--- src/gppc_pkg.sv ---
/*
 gppc_pkg: constants and types shared by the port pad controller files.
 Assumes a 32-bit Avalon-MM register window with byte addresses.
*/
package gppc_pkg;

   // pins per port
   localparam int PINS = 8;
   // log2 of the byte stride between port register blocks
   localparam int PORT_SHIFT = 6;
   // bits per pin in the fabric route select field
   localparam int FAB_SEL_W = 3;

   // pad drive settings, code order is the pad encoding
   typedef enum logic [2:0] {
      DM_ANALOG,
      DM_INPUT,
      DM_WEAKUP_STRONGDN,
      DM_STRONGUP_WEAKDN,
      DM_OD_LOW,
      DM_OD_HIGH,
      DM_STRONG,
      DM_WEAK
   } gppc_drive_type;

   // pin output source select
   typedef enum logic [1:0] {
      SRC_DATA,
      SRC_FIXED,
      SRC_FABRIC,
      SRC_SPARE
   } gppc_src_type;

   // per-port register byte offsets
   localparam logic [5:0] OFS_DATA_OUT = 6'h00;
   localparam logic [5:0] OFS_PIN_STATE = 6'h04;
   localparam logic [5:0] OFS_DRIVE = 6'h08;
   localparam logic [5:0] OFS_BUF_CTL = 6'h0C;
   localparam logic [5:0] OFS_PIN_SEL = 6'h10;
   localparam logic [5:0] OFS_FAB_SEL = 6'h14;
   localparam logic [5:0] OFS_INT_CFG = 6'h18;
   localparam logic [5:0] OFS_INT_STAT = 6'h1C;
   localparam logic [5:0] OFS_INT_MASK = 6'h20;

   // global block, placed at port slot GLOBAL_SLOT
   localparam logic [2:0] GLOBAL_SLOT = 3'h7;
   localparam logic [5:0] OFS_IRQ_SUMMARY = 6'h00;
   localparam logic [5:0] OFS_HOLD_STAT = 6'h04;

   // buffer control field positions
   localparam int BUF_IN_LSB = 0;
   localparam int BUF_OUT_LSB = 8;
   localparam int BUF_SLEW_LSB = 16;
   localparam int BUF_THR_LSB = 24;

   // interrupt config: two bits per pin
   localparam int EDGE_RISE_BIT = 0;
   localparam int EDGE_FALL_BIT = 1;

   // threshold and slew encodings
   localparam logic THR_CMOS = 1'b0;
   localparam logic THR_LVTTL = 1'b1;
   localparam logic SLEW_FAST = 1'b0;
   localparam logic SLEW_SLOW = 1'b1;

   // reset values: every pad disabled
   localparam logic [7:0] RST_DATA_OUT = 8'h00;
   localparam logic [23:0] RST_DRIVE = 24'h000000;
   localparam logic [31:0] RST_BUF_CTL = 32'h00000000;
   localparam logic [15:0] RST_PIN_SEL = 16'h0000;
   localparam logic [23:0] RST_FAB_SEL = 24'h000000;
   localparam logic [15:0] RST_INT_CFG = 16'h0000;
   localparam logic [7:0] RST_INT_STAT = 8'h00;
   localparam logic [7:0] RST_INT_MASK = 8'h00;

endpackage : gppc_pkg

--- src/gppc_pad_if.sv ---
/*
 gppc_pad_if: configuration of one pin from the port logic to its pad cell.
 Assumes the port logic drives ctl signals every cycle.
*/
`timescale 1ns/100ps
`default_nettype none

interface gppc_pad_if;
   gppc_pkg::gppc_drive_type drive;
   logic data;
   logic out_en;
   logic in_en;
   logic slew;
   logic thr;
   logic hold;
   logic in_buf_en;

   modport ctl (
      output drive, data, out_en, in_en, slew, thr, hold,
      input in_buf_en
   );
   modport pad (
      input drive, data, out_en, in_en, slew, thr, hold,
      output in_buf_en
   );
endinterface : gppc_pad_if

`default_nettype wire

--- src/gppc_pad_cell.sv ---
/*
 gppc_pad_cell: per-pin hold latch and drive-mode decode for one pad.
 Assumes rst_n_i is the synchronised reset copy, asserted asynchronously.
*/
`timescale 1ns/100ps
`default_nettype none

module gppc_pad_cell (
   input wire logic clk_i,
   input wire logic rst_n_i,
   gppc_pad_if.pad cfg,
   output logic pad_o,
   output logic pad_oe_n_o,
   output logic pull_up_o,
   output logic pull_dn_o,
   output logic slew_o,
   output logic thr_o,
   output logic in_buf_en_o
);

   gppc_pkg::gppc_drive_type held_mode;
   logic held_data;
   logic held_oe;
   logic held_ie;
   logic held_slew;
   logic held_thr;

   always_ff @(posedge clk_i or negedge rst_n_i) begin
      if (!rst_n_i) begin
         held_mode <= gppc_pkg::DM_ANALOG;
         held_data <= 1'b0;
         held_oe <= 1'b0;
         held_ie <= 1'b0;
         held_slew <= gppc_pkg::SLEW_FAST;
         held_thr <= gppc_pkg::THR_CMOS;
      end else if (!cfg.hold) begin
         held_mode <= cfg.drive;
         held_data <= cfg.data;
         held_oe <= cfg.out_en;
         held_ie <= cfg.in_en;
         held_slew <= cfg.slew;
         held_thr <= cfg.thr;
      end
   end

   wire logic is_analog = (held_mode == gppc_pkg::DM_ANALOG);
   wire logic out_ok = held_oe & ~is_analog & (held_mode != gppc_pkg::DM_INPUT);

   wire logic up_strong_mode = (held_mode == gppc_pkg::DM_STRONGUP_WEAKDN) |
                               (held_mode == gppc_pkg::DM_OD_HIGH) |
                               (held_mode == gppc_pkg::DM_STRONG);
   wire logic dn_strong_mode = (held_mode == gppc_pkg::DM_WEAKUP_STRONGDN) |
                               (held_mode == gppc_pkg::DM_OD_LOW) |
                               (held_mode == gppc_pkg::DM_STRONG);
   wire logic up_weak_mode = (held_mode == gppc_pkg::DM_WEAKUP_STRONGDN) |
                             (held_mode == gppc_pkg::DM_WEAK);
   wire logic dn_weak_mode = (held_mode == gppc_pkg::DM_STRONGUP_WEAKDN) |
                             (held_mode == gppc_pkg::DM_WEAK);

   wire logic drive_hi = out_ok & held_data & up_strong_mode;
   wire logic drive_lo = out_ok & ~held_data & dn_strong_mode;

   assign pad_o = held_data;
   assign pad_oe_n_o = ~(drive_hi | drive_lo);
   assign pull_up_o = out_ok & held_data & up_weak_mode;
   assign pull_dn_o = out_ok & ~held_data & dn_weak_mode;
   assign slew_o = held_slew;
   assign thr_o = held_thr;
   assign in_buf_en_o = held_ie & ~is_analog;
   assign cfg.in_buf_en = held_ie & ~is_analog;

endmodule : gppc_pad_cell

`default_nettype wire

--- src/gppc_top.sv ---
/*
 gppc_top: general-purpose pin ports with Avalon-MM registers, pin mux,
 pad control, input synchronisers and per-port interrupt requests.
 Assumes pad inputs synchronous-capable, hold_i from the power controller.
*/
// Decided for this implementation: the placing of the registers and the Avalon-MM interface to the registers.
//
// Behaviour
// - pins grouped in eight-bit ports
// - eight drive settings per pin
// - analog setting disables both buffers
// - per-pin CMOS or LVTTL threshold
// - separate input and output buffer enables
// - hold keeps configuration and output state
// - per-pin slew select sent to pad
// - reset forces every pad disabled
// - mux picks data, peripheral or fabric
// - data-out register and pin-state register
// - edge-enabled pins raise events, others never
// - one request line per port
`timescale 1ns/100ps
`default_nettype none

module gppc_top #(
   parameter int NUM_PORTS = 5,
   parameter int LAST_PORT_PINS = 4,
   parameter int ADDR_W = 9
) (
   input wire logic mclk_i,
   input wire logic rstn_i,
   input wire logic [ADDR_W-1:0] avs_address_i,
   input wire logic avs_read_i,
   input wire logic avs_write_i,
   input wire logic [31:0] avs_writedata_i,
   input wire logic [3:0] avs_byteenable_i,
   output logic [31:0] avs_readdata_o,
   output logic avs_waitrequest_o,
   input wire logic hold_i,
   input wire logic [NUM_PORTS*8-1:0] periph_out_i,
   input wire logic [(2**gppc_pkg::FAB_SEL_W)-1:0] fabric_out_i,
   output logic [NUM_PORTS*8-1:0] pin_in_o,
   input wire logic [NUM_PORTS*8-1:0] pad_i,
   output logic [NUM_PORTS*8-1:0] pad_o,
   output logic [NUM_PORTS*8-1:0] pad_oe_n_o,
   output logic [NUM_PORTS*8-1:0] pad_pull_up_o,
   output logic [NUM_PORTS*8-1:0] pad_pull_dn_o,
   output logic [NUM_PORTS*8-1:0] pad_slew_o,
   output logic [NUM_PORTS*8-1:0] pad_thr_o,
   output logic [NUM_PORTS*8-1:0] pad_in_en_o,
   output logic [NUM_PORTS-1:0] port_irq_o,
   output logic irq_o
);

   localparam int NPINS = NUM_PORTS * gppc_pkg::PINS;
   localparam int LIVE_PINS = NPINS - gppc_pkg::PINS + LAST_PORT_PINS;
   localparam int SLOT_W = ADDR_W - gppc_pkg::PORT_SHIFT;

   // reset release through two flops
   logic rst_meta;
   logic rst_n;

   always_ff @(posedge mclk_i or negedge rstn_i) begin
      if (!rstn_i) begin
         rst_meta <= 1'b0;
         rst_n <= 1'b0;
      end else begin
         rst_meta <= 1'b1;
         rst_n <= rst_meta;
      end
   end

   // bus slave: one wait cycle per access
   logic bus_ack;
   logic [31:0] rd_word [NUM_PORTS];

   wire logic bus_req = avs_read_i | avs_write_i;
   wire logic wr_commit = avs_write_i & bus_ack;
   wire logic rd_take = avs_read_i & ~bus_ack;
   wire logic [SLOT_W-1:0] slot = avs_address_i[ADDR_W-1:gppc_pkg::PORT_SHIFT];
   wire logic [5:0] reg_ofs = {avs_address_i[5:2], 2'b00};
   wire logic port_ok = (int'(slot) < NUM_PORTS);
   wire logic glob_ok = (slot == SLOT_W'(gppc_pkg::GLOBAL_SLOT));
   wire logic [31:0] be_mask = {{8{avs_byteenable_i[3]}}, {8{avs_byteenable_i[2]}},
                                {8{avs_byteenable_i[1]}}, {8{avs_byteenable_i[0]}}};

   wire logic [31:0] glob_rd =
      (reg_ofs == gppc_pkg::OFS_IRQ_SUMMARY) ? 32'(port_irq_o) :
      (reg_ofs == gppc_pkg::OFS_HOLD_STAT) ? {31'h0, hold_i} : 32'h0;
   wire logic [31:0] rd_sel = port_ok ? rd_word[slot] :
                              glob_ok ? glob_rd : 32'h0;

   assign avs_waitrequest_o = bus_req & ~bus_ack;

   always_ff @(posedge mclk_i or negedge rst_n) begin
      if (!rst_n) begin
         bus_ack <= 1'b0;
      end else begin
         bus_ack <= bus_req & ~bus_ack;
      end
   end

   always_ff @(posedge mclk_i or negedge rst_n) begin
      if (!rst_n) begin
         avs_readdata_o <= 32'h0;
      end else if (rd_take) begin
         avs_readdata_o <= rd_sel;
      end
   end

   // byte-lane merge of write data into a register
   function automatic logic [31:0] merge(input logic [31:0] old_v);
      merge = (old_v & ~be_mask) | (avs_writedata_i & be_mask);
   endfunction : merge

   assign irq_o = |port_irq_o;

   for (genvar p = 0; p < NUM_PORTS; p++) begin : g_port
      logic [7:0] data_out;
      logic [23:0] drive;
      logic [31:0] buf_ctl;
      logic [15:0] pin_sel;
      logic [23:0] fab_sel;
      logic [15:0] int_cfg;
      logic [7:0] int_stat;
      logic [7:0] int_mask;
      logic [7:0] pin_state;
      logic [7:0] pin_evt;

      wire logic sel = wr_commit & port_ok & (int'(slot) == p);
      wire logic wr_data = sel & (reg_ofs == gppc_pkg::OFS_DATA_OUT);
      wire logic wr_drive = sel & (reg_ofs == gppc_pkg::OFS_DRIVE);
      wire logic wr_buf = sel & (reg_ofs == gppc_pkg::OFS_BUF_CTL);
      wire logic wr_psel = sel & (reg_ofs == gppc_pkg::OFS_PIN_SEL);
      wire logic wr_fsel = sel & (reg_ofs == gppc_pkg::OFS_FAB_SEL);
      wire logic wr_icfg = sel & (reg_ofs == gppc_pkg::OFS_INT_CFG);
      wire logic wr_mask = sel & (reg_ofs == gppc_pkg::OFS_INT_MASK);
      wire logic wr_stat = sel & (reg_ofs == gppc_pkg::OFS_INT_STAT) & avs_byteenable_i[0];
      wire logic [7:0] stat_clr = wr_stat ? avs_writedata_i[7:0] : 8'h00;
      // event set wins over a same-cycle clear
      wire logic [7:0] next_int_stat = pin_evt | (int_stat & ~stat_clr);

      always_ff @(posedge mclk_i or negedge rst_n) begin
         if (!rst_n) begin
            data_out <= gppc_pkg::RST_DATA_OUT;
            drive <= gppc_pkg::RST_DRIVE;
            buf_ctl <= gppc_pkg::RST_BUF_CTL;
            pin_sel <= gppc_pkg::RST_PIN_SEL;
            fab_sel <= gppc_pkg::RST_FAB_SEL;
            int_cfg <= gppc_pkg::RST_INT_CFG;
            int_mask <= gppc_pkg::RST_INT_MASK;
            int_stat <= gppc_pkg::RST_INT_STAT;
         end else begin
            if (wr_data) begin
               data_out <= 8'(merge(32'(data_out)));
            end
            if (wr_drive) begin
               drive <= 24'(merge(32'(drive)));
            end
            if (wr_buf) begin
               buf_ctl <= merge(buf_ctl);
            end
            if (wr_psel) begin
               pin_sel <= 16'(merge(32'(pin_sel)));
            end
            if (wr_fsel) begin
               fab_sel <= 24'(merge(32'(fab_sel)));
            end
            if (wr_icfg) begin
               int_cfg <= 16'(merge(32'(int_cfg)));
            end
            if (wr_mask) begin
               int_mask <= 8'(merge(32'(int_mask)));
            end
            int_stat <= next_int_stat;
         end
      end

      assign port_irq_o[p] = |(int_stat & int_mask);

      assign rd_word[p] =
         (reg_ofs == gppc_pkg::OFS_DATA_OUT) ? {24'h0, data_out} :
         (reg_ofs == gppc_pkg::OFS_PIN_STATE) ? {24'h0, pin_state} :
         (reg_ofs == gppc_pkg::OFS_DRIVE) ? {8'h0, drive} :
         (reg_ofs == gppc_pkg::OFS_BUF_CTL) ? buf_ctl :
         (reg_ofs == gppc_pkg::OFS_PIN_SEL) ? {16'h0, pin_sel} :
         (reg_ofs == gppc_pkg::OFS_FAB_SEL) ? {8'h0, fab_sel} :
         (reg_ofs == gppc_pkg::OFS_INT_CFG) ? {16'h0, int_cfg} :
         (reg_ofs == gppc_pkg::OFS_INT_STAT) ? {24'h0, int_stat} :
         (reg_ofs == gppc_pkg::OFS_INT_MASK) ? {24'h0, int_mask} : 32'h0;

      for (genvar b = 0; b < gppc_pkg::PINS; b++) begin : g_pin
         localparam int G = p * gppc_pkg::PINS + b;
         localparam logic LIVE = (G < LIVE_PINS);

         logic sync_a;
         logic sync_b;
         logic level_prev;

         gppc_pad_if pif();

         wire gppc_pkg::gppc_src_type src = gppc_pkg::gppc_src_type'(pin_sel[2*b +: 2]);
         wire logic [gppc_pkg::FAB_SEL_W-1:0] fab_idx =
            fab_sel[gppc_pkg::FAB_SEL_W*b +: gppc_pkg::FAB_SEL_W];

         assign pif.data = (src == gppc_pkg::SRC_FIXED) ? periph_out_i[G] :
                           (src == gppc_pkg::SRC_FABRIC) ? fabric_out_i[fab_idx] :
                           data_out[b];
         assign pif.drive = gppc_pkg::gppc_drive_type'(drive[3*b +: 3]);
         assign pif.out_en = buf_ctl[gppc_pkg::BUF_OUT_LSB + b] & LIVE;
         assign pif.in_en = buf_ctl[gppc_pkg::BUF_IN_LSB + b] & LIVE;
         assign pif.slew = buf_ctl[gppc_pkg::BUF_SLEW_LSB + b];
         assign pif.thr = buf_ctl[gppc_pkg::BUF_THR_LSB + b];
         assign pif.hold = hold_i;

         gppc_pad_cell u_pad (
            .clk_i(mclk_i),
            .rst_n_i(rst_n),
            .cfg(pif),
            .pad_o(pad_o[G]),
            .pad_oe_n_o(pad_oe_n_o[G]),
            .pull_up_o(pad_pull_up_o[G]),
            .pull_dn_o(pad_pull_dn_o[G]),
            .slew_o(pad_slew_o[G]),
            .thr_o(pad_thr_o[G]),
            .in_buf_en_o(pad_in_en_o[G])
         );

         always_ff @(posedge mclk_i or negedge rst_n) begin
            if (!rst_n) begin
               sync_a <= 1'b0;
               sync_b <= 1'b0;
            end else begin
               sync_a <= pad_i[G];
               sync_b <= sync_a;
            end
         end

         // pin state, zero when input buffer off
         always_ff @(posedge mclk_i or negedge rst_n) begin
            if (!rst_n) begin
               pin_state[b] <= 1'b0;
               level_prev <= 1'b0;
            end else begin
               pin_state[b] <= sync_b & pif.in_buf_en;
               level_prev <= pin_state[b];
            end
         end

         assign pin_evt[b] =
            (int_cfg[2*b + gppc_pkg::EDGE_RISE_BIT] & pin_state[b] & ~level_prev) |
            (int_cfg[2*b + gppc_pkg::EDGE_FALL_BIT] & ~pin_state[b] & level_prev);

         assign pin_in_o[G] = pin_state[b];
      end
   end

endmodule : gppc_top

`default_nettype wire

--- config.mk ---
export PLATFORM = sky130hd
export DESIGN_NAME = gppc_top
export DESIGN_NICKNAME = d
export VERILOG_FILES = /design/src/gppc_pkg.sv /design/src/gppc_pad_if.sv /design/src/gppc_pad_cell.sv /design/src/gppc_top.sv
export SDC_FILE = /design/constraint.sdc
export NUM_CORES = 2
export LEC_CHECK = 0
export BUFFER_PORTS_ARGS = -buffer_cell sky130_fd_sc_hd__buf_2
export CAP_MARGIN = 20
export CORE_MARGIN = 3
export CORE_UTILIZATION = 45
export CTS_CLUSTER_SIZE = 16
export DETAILED_ROUTE_END_ITERATION = 16
export GPL_ROUTABILITY_DRIVEN = 0
export PLACE_DENSITY_LB_ADDON = 0.3
export SYNTH_ARGS = -nofsm -noshare
export SYNTH_HDL_FRONTEND = slang
export SYNTH_SLANG_ARGS = --single-unit
--- constraint.sdc ---
create_clock -name mclk_i -period 36.7 [get_ports mclk_i]
set_input_delay 1.835 -clock mclk_i [delete_from_list [all_inputs] [get_ports mclk_i]]
set_output_delay 1.835 -clock mclk_i [all_outputs]
set_load 0.03 [all_outputs]
==> results.md <==
Outcome:
- The flow ran to the end, and the final reports show no timing, DRC or antenna violations.

GRT:
- The via count of the first global-routing pass was 41104.
- Entering global routing, the biggest net connects slightly below 90 pins.
- The overall routing resource usage is between 30 and 40%.
- The first global-routing pass estimated roughly 300000 µm of wire.
- After global routing the overflow that remains totals 0.
- The initial antenna violation count is 28.

Power and ir drop:
- The sequential cell fraction of total power is between 40 and 50%.
- The switching power is around 800 µW.
- The total internal power is around 2.2 mW.
- The static leakage is between 30 and 40 nW.
- The largest voltage drop on the vdd net is about 43 µV.
- The power density over the cells is 47.5 nW/µm².
- The share of total power dissipated in combinational logic is under 10%.
- Overall power consumption after layout is estimated at 3.03 mW.
- Of the total power, the share spent switching nets is 26.2%.
- The clock network power share is 46.5%.

Worst setup path:
- In this run the worst path has a maximum fanout of between 50 and 60.
- Walking the worst path, the cells encountered are buf_4 -> buf_4 -> nor2b_2 -> buf_4 -> and3_1 -> nand2_1 -> mux2_2.
- The worst setup path is captured at a register.
- The slowest stage of the critical path belongs to the cell buf_4.
- The required time at the endpoint of the critical path is between 30 and 40 ns.
- Among the stages of the critical path, the cell type that occurs most often is buf_4.
- The delay of the slowest cell on the worst path is between 0.7 and 0.8 ns.
- Data on the critical path arrives at its endpoint at ~6 ns.
- The start-to-end type of the worst setup path is in2reg.
- STA classifies the critical path startpoint as an input port.

CTS:
- After clock tree synthesis, the clock-pin slew on the worst setup and hold paths is about 0.060 ns.
- The clock latency at the later pin of the worst-skew pair is ~0.77 ns.
- No sink is reached through more buffers than the 3 on the longest clock path.
- The CTS tree is yes.
- The cell at the root of the clock tree is clkbuf_16.
- The number of clock buffers added by TritonCTS is 133.
- Buffers inserted to repair hold after CTS numbered 0.
- The number of gates resized after CTS is 0.
- For this design, the sink count on the clock tree is roughly 1200.
- After clock tree synthesis, the setup repair step added 0 buffers.
- The maximum level of the CTS H-tree is 4.

STA:
- The number of hold violations in the final report is 0.
- Setup violations remaining at the end of the flow were counted as 0.
- The sum of negative setup slack is 0 ns.
- On the final layout, the worst clock skew is about 0.023 ns.
- The routed design could run at a clock period as short as approximately 5.5 ns.
- Setup repair after global routing left no endpoint under its margin.
- Derived from the worst setup path, the maximum achievable clock frequency is between 0.15 and 0.2 GHz.
- The max-slew violation total from the final report is 0.
- The headroom to the max-slew limit is 16.9%.
- The tightest hold path in the finished design has a slack of between 0.3 and 0.4 ns.
- The transition at the pin with the smallest max-transition slack is around 1.2 ns.
- Once routing completed, OpenROAD measured the worst setup slack at 31.19 ns.
- The share of the clock period used by the worst path is about 15%.

Logic synthesis:
- The synthesized netlist devotes less than 1% of its cell area to XOR and XNOR gates.
- In the synthesized netlist the dominant register cell turns out to be dfrtp_1.
- Of the synthesized area, sequential elements account for 50.6%.
- The combinational family with the most area after synthesis is multiplexers.
- The total standard cell area after synthesis is roughly 57000 µm².
- Multiplexer cells account for about a quarter of the synthesized area.
- The average instance in the mapped netlist occupies 12.0 µm².
- In this run the biggest area consumer among cell types represents between 50% and 60% of the synthesized area.
- By area the synthesized netlist is led by dfrtp_1, mux2_2, mux4_2, buf_4, nand2_1.
- The post-synthesis adder-cell area fraction is 0%.
- The share of synthesized flip-flops with an asynchronous set or reset is 100%.
- The count of yosys warnings during synthesis is 0.
- The compound-gate portion of the synthesized area is 9.37%.
- The synthesized design contains 0 enable-type register cells.
- The leading area contributor after synthesis is dfrtp_1.
- The number of synthesized register bits is 1159.
- The post-synthesis cell type count is just under 90.
- The number of standard cells after synthesis is around 4800.
- The basic-gate share of the synthesized area counting and, or, nand and nor cells is ~8.4%.

Drt:
- The count of nets left with antenna violations once routing finished came out at 0.
- The routed design has ~210000 µm of wire.
- The detailed router placed 42384 vias in this run.
- The ratio of routed vias to standard cells is roughly 6.4.
- The post-detailed-route DRC marker count is 0.
- After detailed routing, the average wire length per cell comes to between 30 and 40 µm.
- Before antenna repair, the detailed router went through 6 iterations.
- The DRC marker count from the first detailed-route iteration is 5295.

Layout:
- The number of nets in the layout is around 5000.
- The multi-input combinational cells in the finished layout cover a total of around 25000 µm².
- In the layout the commonest cells are dfrtp_1, mux2_2, nand2_1.
- Leaving out fill and tap cells, the most frequent cell in the layout is dfrtp_1.
- Of the cells placed in the final design, the portion with a size suffix greater than 1 is approximately 37%.
- The flip-flop and latch area is approximately 29000 µm².
- The synthesis-to-finish area growth is 11.3%.
- The filler cell count is around 11000.

Floorplan:
- In this run the horizontal extent of the chip is 363 µm.
- The area inside the core boundary is roughly 130000 µm².
- In this run the count of I/O pins placed on the die edge is 497.
- The die footprint is 132000 µm².
- The number of rows in the core area is 130.
- The initial utilization of the core area, before any placement, comes to a little under half.
- The height of the die is between 300 and 400 µm.

Placed design:
- The number of buffer cells added on primary ports is 470.
- The HPWL after detailed placement is between 100000 and 150000 µm.
- At the placement stage, the worst setup path has a slack of around 31 ns.

Hold path:
- The type of the worst min-delay path is reg2reg.

Flow run:
- The tool flagged a number of max-cap violations equal to 0.
==> metal layers <==
layer | routed length, µm | GRT usage, % | vias to the layer above | part of all wire, %
met5 | 91 | 0 | - | 0.044
met4 | 11900 | 15.4 | 14 | 5.7
met3 | 23900 | 9.22 | 596 | 12
met2 | 89200 | 45.0 | 2561 | 43
met1 | 82300 | 42.0 | 21766 | 40
li1 | - | - | 17447 | -
==> stage by stage <==
stage	instance area [µm²]	std cells	utilization (%)
2_1_floorplan	57400	4792	-
3_3_place_gp	59000	6408	46.8
3_5_place_dp	59100	6411	46.9
4_1_cts	63700	6650	50.5
5_1_grt	63800	6661	50.6
6_report	63800	6663	50.6
==> worst paths after layout <==
check / startpoint / endpoint / slack, ns / cells after the start
worst max-delay path: avs_address_i[3] / register / 31.19 / 7
worst min-delay path: g_port[3].g_pin[7].sync_a$_DFF_PN0_ / g_port[3].g_pin[7].sync_b$_DFF_PN0_ / 0.35 / 0
worst max register to register: rst_n$_DFF_PN0_ / g_port[4].g_pin[0].u_pad.thr_o$_DFFE_PN0N_ / 31.40 / 5
worst min register to register: g_port[3].g_pin[7].sync_a$_DFF_PN0_ / g_port[3].g_pin[7].sync_b$_DFF_PN0_ / 0.35 / 0
max in group asynchronous: rst_n$_DFF_PN0_ / g_port[4].g_pin[0].u_pad.thr_o$_DFFE_PN0N_ / 31.40 / 5
min in group asynchronous: rst_n$_DFF_PN0_ / g_port[2].g_pin[2].sync_a$_DFF_PN0_ / 0.43 / 0
==> cell type report <==
type / count / area share (%)
Antenna cell: 9 / 0.0353
Clock buffer: 184 / 6.00
Clock inverter: 55 / 1.26
Multi-Input combinational cell: 3014 / 39.0
Tap cell: 1650 / 3.23
Timing Repair Buffer: 549 / 4.76
Sequential cell: 1159 / 45.4
Inverter: 43 / 0.253
==> worst max-delay path: cells and delay by family <==
| family | cells | cell delay, ns |
|---|---|---|
| muxes | 1 | 0.48 |
| and+or+nand+nor | 3 | 1.79 |
| buffers and inverters | 3 | 1.88 |
==> cells in the mapped netlist, drive strengths merged, types with 39 or more instances <==
master  number
dfrtp     1159
mux2i      135
o21ai      209
o31a        39
inv         43
o22ai       64
nand2      501
mux2       913
buf        373
and2        44
clkbuf     203
nand3      122
nor2       135
a221oi      61
a21oi      159
mux4       117
==> kinds of logic after synthesis <==
family / count (synthesis)
buf+inv: 619
compound gates: 812
other cells: 2
flops: 1159
mux: 1165
xor+xnor: 36
simple gates: 980
==> power groups by stage <==
| stage | Sequential, mW | Clock (mW) | Combinational [mW] |
|---|---|---|---|
| 2_1_floorplan | 1.39 | 0 | 0.149 |
| 3_3_place_gp | 1.38 | 0 | 0.255 |
| 3_5_place_dp | 1.38 | 0 | 0.258 |
| 4_1_cts | 1.36 | 1.43 | 0.259 |
| 5_1_grt | 1.36 | 1.48 | 0.278 |
| 6_report | 1.36 | 1.41 | 0.265 |
(Power assumes the default switching activity.)
